--- src/logic/egm_cfg.svh ---
`ifndef EGM_CFG_SVH
`define EGM_CFG_SVH
// =====================================================
// Register map and field layout.
// =====================================================
`define EGM_ADDR_MAIN_CTRL0   11'h400
`define EGM_ADDR_WIN_LAST     11'h03F
`define EGM_MAIN_CTRL_RESET   8'h00
`define EGM_BIT_WR_ALL        7
`define EGM_BIT_OUT_EN        6
`define EGM_BIT_IRQ_MASK      5
`define EGM_BIT_TONE_B_MASK   4
`define EGM_BIT_TONE_A_MASK   3
`define EGM_BIT_FORMAT        2
`define EGM_BIT_LAW           1
`define EGM_BIT_POWER_UP      0
// =====================================================
// Timing, counted in PCM frames.
// =====================================================
`define EGM_INIT_FRAMES       2
`define EGM_BYPASS_FRAMES     2
`endif

--- src/logic/egm_pkg.sv ---
// =====================================================
// Shared types.
// =====================================================
package egm_pkg;
	// Initialization sequencer states.
	typedef enum logic [1:0] {
		EGM_IDLE,
		EGM_INIT,
		EGM_READY
	} egm_init_e;
endpackage

--- src/logic/egm_ctrl_if.sv ---
// =====================================================
// Control bundle between the register and the sequencer.
// =====================================================
interface egm_ctrl_if;
	logic power_up;   // Group power-up bit.
	logic frame_tick; // One-cycle pulse per PCM frame.
	logic init_busy;  // Initialization running.
	logic init_start; // Pulse on power-up rising edge.
	modport reg_side (output power_up, output frame_tick, input init_busy, input init_start);
	modport seq_side (input power_up, input frame_tick, output init_busy, output init_start);
endinterface

--- src/logic/egm_init_seq.sv ---
`include "egm_cfg.svh"
// =====================================================
// Initialization sequencer, two frames long.
// =====================================================
module egm_init_seq (
	// Clock and reset.
	input  wire logic i_clk,
	input  wire logic i_resetn,
	// Control bundle.
	egm_ctrl_if.seq_side ctl
);
	egm_pkg::egm_init_e state;  // Sequencer state.
	logic               pwr_q;  // Previous power-up bit.
	logic [1:0]         frames; // Frames elapsed in init.
	logic               start;  // Rising edge of power-up.

	// Start on a zero-to-one transition of power-up.
	assign start = ctl.power_up & ~pwr_q;
	assign ctl.init_start = start;
	assign ctl.init_busy = (state == egm_pkg::EGM_INIT);

	// Edge history for power-up.
	always_ff @(posedge i_clk or negedge i_resetn) begin
		if (!i_resetn) begin
			pwr_q <= 1'b0;
		end else begin
			pwr_q <= ctl.power_up;
		end
	end

	// Sequencer: runs init for two frames, then ready.
	always_ff @(posedge i_clk or negedge i_resetn) begin
		if (!i_resetn) begin
			state  <= egm_pkg::EGM_IDLE;
			frames <= 2'h0;
		end else begin
			case (state)
				egm_pkg::EGM_IDLE: begin
					if (start) begin
						state  <= egm_pkg::EGM_INIT;
						frames <= 2'h0;
					end
				end
				egm_pkg::EGM_INIT: begin
					if (!ctl.power_up) begin
						state <= egm_pkg::EGM_IDLE;
					end else if (ctl.frame_tick) begin
						if (frames == 2'(`EGM_INIT_FRAMES - 1)) begin
							state <= egm_pkg::EGM_READY;
						end
						frames <= frames + 2'h1;
					end
				end
				default: begin
					if (!ctl.power_up) begin
						state <= egm_pkg::EGM_IDLE;
					end
				end
			endcase
		end
	end

	// Init always ends within two frames of starting.
	AST_INIT_ENDS: assert property (@(posedge i_clk) disable iff (!i_resetn)
		(state == egm_pkg::EGM_INIT && frames == 2'h2) |-> 1'b0) else $error("init overran");
endmodule

--- src/logic/egm_main_ctrl.sv ---
`include "egm_cfg.svh"
// Functional notes
// Broadcast bit aliases all groups onto group zero.
// Broadcast, drive-enable, global mask only in group zero.
// PCM outputs driven when bit and pin high.
// Global mask suppresses all tone interrupts.
// Canceller-B mask suppresses its tone interrupt.
// Canceller-A mask suppresses its tone interrupt.
// Format bit selects G.711 or sign-magnitude.
// Law bit selects A-law or mu-law.
// Power-down bypasses PCM with two-frame delay.
// Power-up rising edge starts canceller initialization.
// Initialization takes two frames; host waits.
// Interrupt passes only when both masks clear.
// Register reads back, resets to zero.
module egm_main_ctrl #(
	parameter int FRAME_CYCLES = 1250 // Master clocks per 125 us PCM frame at 10 MHz.
) (
	// Clock and reset.
	input  wire logic       i_clk,
	input  wire logic       i_resetn,
	// Microprocessor port.
	input  wire logic [10:0] i_addr,
	input  wire logic        i_cs,
	input  wire logic        i_wr,
	input  wire logic        i_rd,
	input  wire logic [7:0]  i_wdata,
	output logic      [7:0]  o_rdata,
	// Pins.
	input  wire logic        i_out_en_pin,
	// Tone-detector interrupt requests.
	input  wire logic        i_tone_a_irq,
	input  wire logic        i_tone_b_irq,
	// PCM bypass path, one sample per frame.
	input  wire logic [7:0]  i_rin,
	input  wire logic [7:0]  i_sin,
	output logic      [7:0]  o_rout,
	output logic      [7:0]  o_sout,
	output logic             o_pcm_oe,
	// Status to the cancellers.
	output logic             o_irq,
	output logic             o_broadcast,
	output logic             o_g711,
	output logic             o_a_law,
	output logic             o_power_up,
	output logic             o_init_busy
);
	// =====================================================
	// Register and synchronisers.
	// =====================================================
	logic [7:0]  main_ctrl;            // Group-zero main control register.
	logic [1:0]  pin_sync;             // Output-enable pin synchroniser.
	logic [1:0]  ta_sync;              // Tone A synchroniser.
	logic [1:0]  tb_sync;              // Tone B synchroniser.
	logic [10:0] frame_cnt;            // Frame divider.
	logic [7:0]  rin_d [`EGM_BYPASS_FRAMES]; // Receive bypass delay line.
	logic [7:0]  sin_d [`EGM_BYPASS_FRAMES]; // Send bypass delay line.
	logic        tone_a_ok;            // Tone A after its own mask.
	logic        tone_b_ok;            // Tone B after its own mask.
	egm_ctrl_if  ctl ();

	// Host write; all bits of the group-zero register are held.
	always_ff @(posedge i_clk or negedge i_resetn) begin
		if (!i_resetn) begin
			main_ctrl <= `EGM_MAIN_CTRL_RESET;
		end else if (i_cs && i_wr && i_addr == `EGM_ADDR_MAIN_CTRL0) begin
			main_ctrl <= i_wdata;
		end
	end

	// Read back; unmapped addresses read zero.
	always_ff @(posedge i_clk or negedge i_resetn) begin
		if (!i_resetn) begin
			o_rdata <= 8'h00;
		end else if (i_cs && i_rd && i_addr == `EGM_ADDR_MAIN_CTRL0) begin
			o_rdata <= main_ctrl;
		end else begin
			o_rdata <= 8'h00;
		end
	end

	// Two-flop synchronisers for outside inputs.
	always_ff @(posedge i_clk or negedge i_resetn) begin
		if (!i_resetn) begin
			pin_sync <= 2'h0;
			ta_sync  <= 2'h0;
			tb_sync  <= 2'h0;
		end else begin
			pin_sync <= {pin_sync[0], i_out_en_pin};
			ta_sync  <= {ta_sync[0], i_tone_a_irq};
			tb_sync  <= {tb_sync[0], i_tone_b_irq};
		end
	end

	// =====================================================
	// Frame divider.
	// =====================================================
	always_ff @(posedge i_clk or negedge i_resetn) begin
		if (!i_resetn) begin
			frame_cnt <= 11'h000;
		end else if (frame_cnt == 11'(FRAME_CYCLES - 1)) begin
			frame_cnt <= 11'h000;
		end else begin
			frame_cnt <= frame_cnt + 11'h001;
		end
	end
	assign ctl.frame_tick = (frame_cnt == 11'(FRAME_CYCLES - 1));
	assign ctl.power_up = main_ctrl[`EGM_BIT_POWER_UP];

	egm_init_seq egm_init_seq_inst (
		.i_clk    (i_clk),
		.i_resetn (i_resetn),
		.ctl      (ctl)
	);

	// =====================================================
	// Interrupt masking.
	// =====================================================
	assign tone_a_ok = ta_sync[1] & ~main_ctrl[`EGM_BIT_TONE_A_MASK];
	assign tone_b_ok = tb_sync[1] & ~main_ctrl[`EGM_BIT_TONE_B_MASK];

	// Interrupt output, gated by the global mask and power state.
	always_ff @(posedge i_clk or negedge i_resetn) begin
		if (!i_resetn) begin
			o_irq <= 1'b0;
		end else begin
			o_irq <= ~main_ctrl[`EGM_BIT_IRQ_MASK] & main_ctrl[`EGM_BIT_POWER_UP]
				& (tone_a_ok | tone_b_ok);
		end
	end

	// =====================================================
	// Mode outputs.
	// =====================================================
	always_ff @(posedge i_clk or negedge i_resetn) begin
		if (!i_resetn) begin
			o_broadcast <= 1'b0;
			o_g711      <= 1'b0;
			o_a_law     <= 1'b0;
			o_power_up  <= 1'b0;
			o_init_busy <= 1'b0;
			o_pcm_oe    <= 1'b0;
		end else begin
			o_broadcast <= main_ctrl[`EGM_BIT_WR_ALL];
			o_g711      <= main_ctrl[`EGM_BIT_FORMAT];
			o_a_law     <= main_ctrl[`EGM_BIT_LAW];
			// The start pulse is masked too, so power-up never flashes high before init.
			o_power_up  <= main_ctrl[`EGM_BIT_POWER_UP] & ~ctl.init_busy & ~ctl.init_start;
			o_init_busy <= ctl.init_busy | ctl.init_start;
			o_pcm_oe    <= main_ctrl[`EGM_BIT_OUT_EN] & pin_sync[1];
		end
	end

	// =====================================================
	// Power-down bypass, two frames of delay.
	// =====================================================
	always_ff @(posedge i_clk or negedge i_resetn) begin
		if (!i_resetn) begin
			for (int i = 0; i < `EGM_BYPASS_FRAMES; i++) begin
				rin_d[i] <= 8'h00;
				sin_d[i] <= 8'h00;
			end
			o_rout <= 8'h00;
			o_sout <= 8'h00;
		end else if (ctl.frame_tick) begin
			rin_d[0] <= i_rin;
			sin_d[0] <= i_sin;
			for (int i = 1; i < `EGM_BYPASS_FRAMES; i++) begin
				rin_d[i] <= rin_d[i-1];
				sin_d[i] <= sin_d[i-1];
			end
			// While powered the datapath owns the outputs; here they rest at zero.
			o_rout <= main_ctrl[`EGM_BIT_POWER_UP] ? 8'h00 : rin_d[`EGM_BYPASS_FRAMES-1];
			o_sout <= main_ctrl[`EGM_BIT_POWER_UP] ? 8'h00 : sin_d[`EGM_BYPASS_FRAMES-1];
		end
	end

	// =====================================================
	// Checks.
	// =====================================================
	// The drive enable follows the register bit and the synced pin one cycle later.
	AST_OE_AND: assert property (@(posedge i_clk) disable iff (!i_resetn)
		##1 o_pcm_oe == $past(main_ctrl[`EGM_BIT_OUT_EN] & pin_sync[1])) else $error("oe gating wrong");
	// The global mask silences the interrupt from the next cycle on.
	AST_GMASK: assert property (@(posedge i_clk) disable iff (!i_resetn)
		$past(main_ctrl[`EGM_BIT_IRQ_MASK]) |-> !o_irq) else $error("global mask leak");
	// Canceller B masked while canceller A is quiet leaves no interrupt.
	AST_BMASK: assert property (@(posedge i_clk) disable iff (!i_resetn)
		($past(main_ctrl[`EGM_BIT_TONE_B_MASK]) && !$past(ta_sync[1])) |-> !o_irq) else $error("b mask leak");
	// Canceller A masked while canceller B is quiet leaves no interrupt.
	AST_AMASK: assert property (@(posedge i_clk) disable iff (!i_resetn)
		($past(main_ctrl[`EGM_BIT_TONE_A_MASK]) && !$past(tb_sync[1])) |-> !o_irq) else $error("a mask leak");
	// With every mask clear and the group powered, a tone A request must pass.
	AST_IRQ_PASS: assert property (@(posedge i_clk) disable iff (!i_resetn)
		(main_ctrl[5:3] == 3'h0 && main_ctrl[`EGM_BIT_POWER_UP] && ta_sync[1]) |=> o_irq) else $error("irq lost");
	// A powered-down group raises no interrupt, since its detectors are off.
	AST_IRQ_DOWN: assert property (@(posedge i_clk) disable iff (!i_resetn)
		!$past(main_ctrl[`EGM_BIT_POWER_UP]) |-> !o_irq) else $error("irq while powered down");
	// The coding mode outputs copy their bits one cycle late.
	AST_FMT: assert property (@(posedge i_clk) disable iff (!i_resetn)
		##1 (o_g711 == $past(main_ctrl[2]) && o_a_law == $past(main_ctrl[1]))) else $error("mode wrong");
	// A host write lands in the register on the next edge.
	AST_WRITE: assert property (@(posedge i_clk) disable iff (!i_resetn)
		(i_cs && i_wr && i_addr == `EGM_ADDR_MAIN_CTRL0) |=> main_ctrl == $past(i_wdata)) else $error("write lost");
	// A read of the register returns its value one cycle later.
	AST_READ: assert property (@(posedge i_clk) disable iff (!i_resetn)
		(i_cs && i_rd && i_addr == `EGM_ADDR_MAIN_CTRL0) |=> o_rdata == $past(main_ctrl)) else $error("read data wrong");
	// Any other cycle leaves the read bus at zero.
	AST_READ_IDLE: assert property (@(posedge i_clk) disable iff (!i_resetn)
		!(i_cs && i_rd && i_addr == `EGM_ADDR_MAIN_CTRL0) |=> o_rdata == 8'h00) else $error("read bus not idle");
	// A rising power-up bit starts initialization.
	AST_INIT_GO: assert property (@(posedge i_clk) disable iff (!i_resetn)
		$rose(main_ctrl[`EGM_BIT_POWER_UP]) |=> o_init_busy) else $error("init not started");
	// The group never reports itself powered while initialization runs.
	AST_PWR_QUIET: assert property (@(posedge i_clk) disable iff (!i_resetn)
		o_init_busy |-> !o_power_up) else $error("powered during init");
	// The bypass outputs move only on a frame tick.
	AST_BYPASS_HOLD: assert property (@(posedge i_clk) disable iff (!i_resetn)
		!ctl.frame_tick |=> ($stable(o_rout) && $stable(o_sout))) else $error("bypass moved off tick");
	// The broadcast mapping output follows its bit one cycle late.
	AST_BCAST: assert property (@(posedge i_clk) disable iff (!i_resetn)
		##1 o_broadcast == $past(main_ctrl[7])) else $error("broadcast wrong");
endmodule

--- config.mk ---
export PLATFORM = sky130hd
export DESIGN_NAME = egm_main_ctrl
export DESIGN_NICKNAME = d
export VERILOG_FILES = /design/src/logic/egm_pkg.sv /design/src/logic/egm_ctrl_if.sv /design/src/logic/egm_init_seq.sv /design/src/logic/egm_main_ctrl.sv
export VERILOG_INCLUDE_DIRS = /design/src /design/src/logic
export SDC_FILE = /design/constraint.sdc
export NUM_CORES = 1
export LEC_CHECK = 0
export ABC_AREA = 0
export BUFFER_PORTS_ARGS = -buffer_cell sky130_fd_sc_hd__buf_4
export CORE_ASPECT_RATIO = 0.9
export CORE_MARGIN = 2
export CORE_UTILIZATION = 59
export CTS_CLUSTER_SIZE = 25
export DETAILED_ROUTE_END_ITERATION = 10
export PLACE_DENSITY = 0.84
export SYNTH_ARGS = -nofsm -noshare
export SYNTH_HDL_FRONTEND = slang
export SYNTH_SLANG_ARGS = --single-unit
--- constraint.sdc ---
create_clock -name i_clk -period 4 [get_ports i_clk]
set_input_delay 0.2 -clock i_clk [delete_from_list [all_inputs] [get_ports i_clk]]
set_output_delay 0.2 -clock i_clk [all_outputs]
set_load 0.02 [all_outputs]
==> impl_metrics.ini <==
[sta]
finalCriticalPeriod_ns = 2.380
maxSlewViolCount = 0
max-slew-margin-rel = 0.3085
clock_skew_ns = 0.01402
worstMarginPinSlew_ns = 1.037
fmax_ghz = 0.4201
totalNegativeSetupSlack_ns = 0
rsz0062_at_grt = no
fin_crit_sh = 0.5951
setup_viol = 0
fin_ws_ns = 1.620
finalHoldViolCount = 0

[critical_path]
crit_type = flip-flop to flip-flop
cp-end-kind = flip-flop
cp_max_fo = 54
cp_data_arrival_time_ns = 2.63
r2r_cells = 5
crit_path_start_kind = flip-flop
required_ns = 4.25

[routing]
detail-route-antenna-nets = 0
drc = 0
drtIter0Drc = 126
wire_per_inst_um = 15.38
drt-total-wl_um = 6522
vias = 2199
dr.pass1.iters = 4
via_per_inst = 5.186

[logic_synthesis]
synth_area_per_cell_um2 = 15.34
synth-async-reset-ratio = 1.000
synth_cell_type_count = 38
yosysWarnings = 0
synth_edf_count = 0
synth.net_count = 297
yosysTopAreaCellShare = 0.6045
yosysMostFrequentCell = dfrtp_1
ys_ff_latch = 93
ys_seq_area_frac = 0.6045
ys_top_cells_by_count = dfrtp_1 (93), mux2_4 (42), nor2b_1 (16)
syn-instance-count = 251
synthTopCellsByArea = dfrtp_1 (60%), mux2_4 (16%), mux2_2 (4.1%), buf_12 (2.6%), nor2b_1 (2.6%)
syn_area_um2 = 3850
yosys.area.top_type = dfrtp_1
synthFlopType = dfrtp_1

[clock_tree]
ctsLongestPathBuffers = 2
numClockSinks = 93
numCtsBuffers = 9
cts.clk_slew.worst_paths_ns = 0.10
cts_tree = yes
cts_hold_buf = 4
post_cts_buffers = 0
cts_resized = 0
worst_skew_pair.late_latency_ns = 0.36
h-tree-depth = 3
cts_root_buf = clkbuf_8

[layout]
syn2layout_area_growth_pct = 20.21
drive_gt1_frac = 0.4421
antenna_cells = 0
num-nets-final = 378
fin_util = 0.7446

[die]
core_um2 = 6216
die_y_um = 80.64
start_util = 0.6194
io_pins = 74
die_area_um2 = 7189
chipWidth_um = 89.15
num_rows = 27

[worst_hold_path]
hold_class = primary input to flip-flop
hold_path_depth = 2

[grt]
grt_util_all_layers = 0.2004
grt.overflow.total = 0
grt_pass1_wl_um = 10800
antenna_found_initial = 0
grt_max_degree = 63
first_global_vias = 2291

[power_and_ir_drop]
vdd.ir_drop.worst_mv = 0.2178
leakagePower_nw = 2.347
power_density_nw_per_um2 = 344.7

[placement]
port_buffers = 73
pre_cts_slack_ns = 1.661
post-dp-hpwl_um = 4476
place_congestion = 0.8232

[run]
cap_violations = 0

[run_status]
status = completed
[final timing paths]
| check | startpoint | end | slack, ns |
|---|---|---|---|
| worst max register to register | frame_cnt[1]$_DFF_PN0_ | rin_d[9]$_DFFE_PN0N_ | 1.62 |
| worst min-delay path | i_sin[0] | sin_d[8]$_DFFE_PN0N_ | 0.06 |
| worst max-delay path | frame_cnt[1]$_DFF_PN0_ | rin_d[9]$_DFFE_PN0N_ | 1.62 |
| worst min register to register | tb_sync[0]$_DFF_PN0_ | tb_sync[1]$_DFF_PN0_ | 0.35 |
| min in group asynchronous | i_resetn | frame_cnt[5]$_DFF_PN0_ | 0.45 |
| max in group asynchronous | i_resetn | tb_sync[0]$_DFF_PN0_ | 2.69 |
[metal layers]
layer	GRT usage	routed length, um	share of wire
met1	0.2552	2790	0.43
met2	0.3274	3352	0.51
met3	0.06783	304	0.047
met4	0.05522	76	0.012
met5	0	0	0
[area by class of cell]
type	instances	area [um^2]
clock buffer	10	137.6
timing repair buffer	78	595.6
inverter	6	22.52
sequential	93	2327
clock inverter	6	55.05
multi-input combinational	144	1381
tap	87	108.9
fill	406	1588
[flip-flops by register name, indices dropped and copies added, names as in the netlist, 2 cells and up]
register / flops
rin_d: 16
o_rdata: 8
ta_sync: 2
tb_sync: 2
o_sout: 8
egm_init_seq_inst.frames: 2
egm_init_seq_inst.state: 2
o_rout: 8
sin_d: 16
pin_sync: 2
main_ctrl: 8
frame_cnt: 11
[cell usage in the layout, fill, tap and decap left out, types with 2 or more instances in the layout]
| master | Yosys | routed |
|---|---|---|
| and2_1 | 9 | 9 |
| nand4_1 | 3 | 3 |
| inv_8 | 0 | 2 |
| ha_1 | 3 | 3 |
| a21oi_1 | 3 | 3 |
| inv_1 | 6 | 6 |
| xor2_1 | 2 | 2 |
| mux2_2 | 14 | 14 |
| nand2_1 | 6 | 6 |
| mux2i_1 | 2 | 2 |
| mux2_4 | 42 | 42 |
| dfrtp_1 | 93 | 93 |
| buf_4 | 0 | 74 |
| nor4b_1 | 2 | 2 |
| nor2b_1 | 16 | 16 |
| clkbuf_8 | 0 | 10 |
| xnor2_1 | 3 | 3 |
| nand3_1 | 6 | 6 |
| nor2_1 | 6 | 6 |
| clkinvlp_4 | 0 | 2 |
| dlygate4sd3_1 | 0 | 4 |
| o21ai_0 | 6 | 6 |
| nor3_1 | 3 | 3 |
| or3_1 | 2 | 2 |
[metrics by stage]
stage	total power, mW	area (um^2)	instances	hold WS, ns
floorplan	0.9657	3850	251	-0.09559
global placement	1.016	4395	404	0.3115
detailed placement	1.017	4395	404	0.3106
CTS	1.615	4628	424	0.05190
global route	1.659	4628	424	0.04660
finish	1.595	4628	424	0.06253
[critical path, cell delays in order, from the launching register on]
cell and delay [ns]:
dfrtp_1 0.43, inv_1 0.07, ha_1 0.14, nor4b_4 0.25, and3b_4 0.93, mux2_2 0.41
[where the power goes]
part	switching, mW	total, mW	internal [mW]	leakage [nW]
logic	0.0249	0.0555	0.0307	0.982
clock network	0.341	0.595	0.255	0.0929
registers	0.00136	0.944	0.943	1.27
[cells by family (layout without fill, tap and decap cells)]
kind of cell               after synthesis  after routing  synth area share
buffers and inverters                   14            100           0.03673
DFF                                     93             93            0.6045
AOI/OAI and AO/OA                       13             13           0.01950
muxes                                   58             58            0.2099
adders and majority gates                3              3          0.009751
and+or+nand+nor                         65             65            0.1082
xor gates and xnor gates                 5              5           0.01138
(Power assumes the default switching activity.)
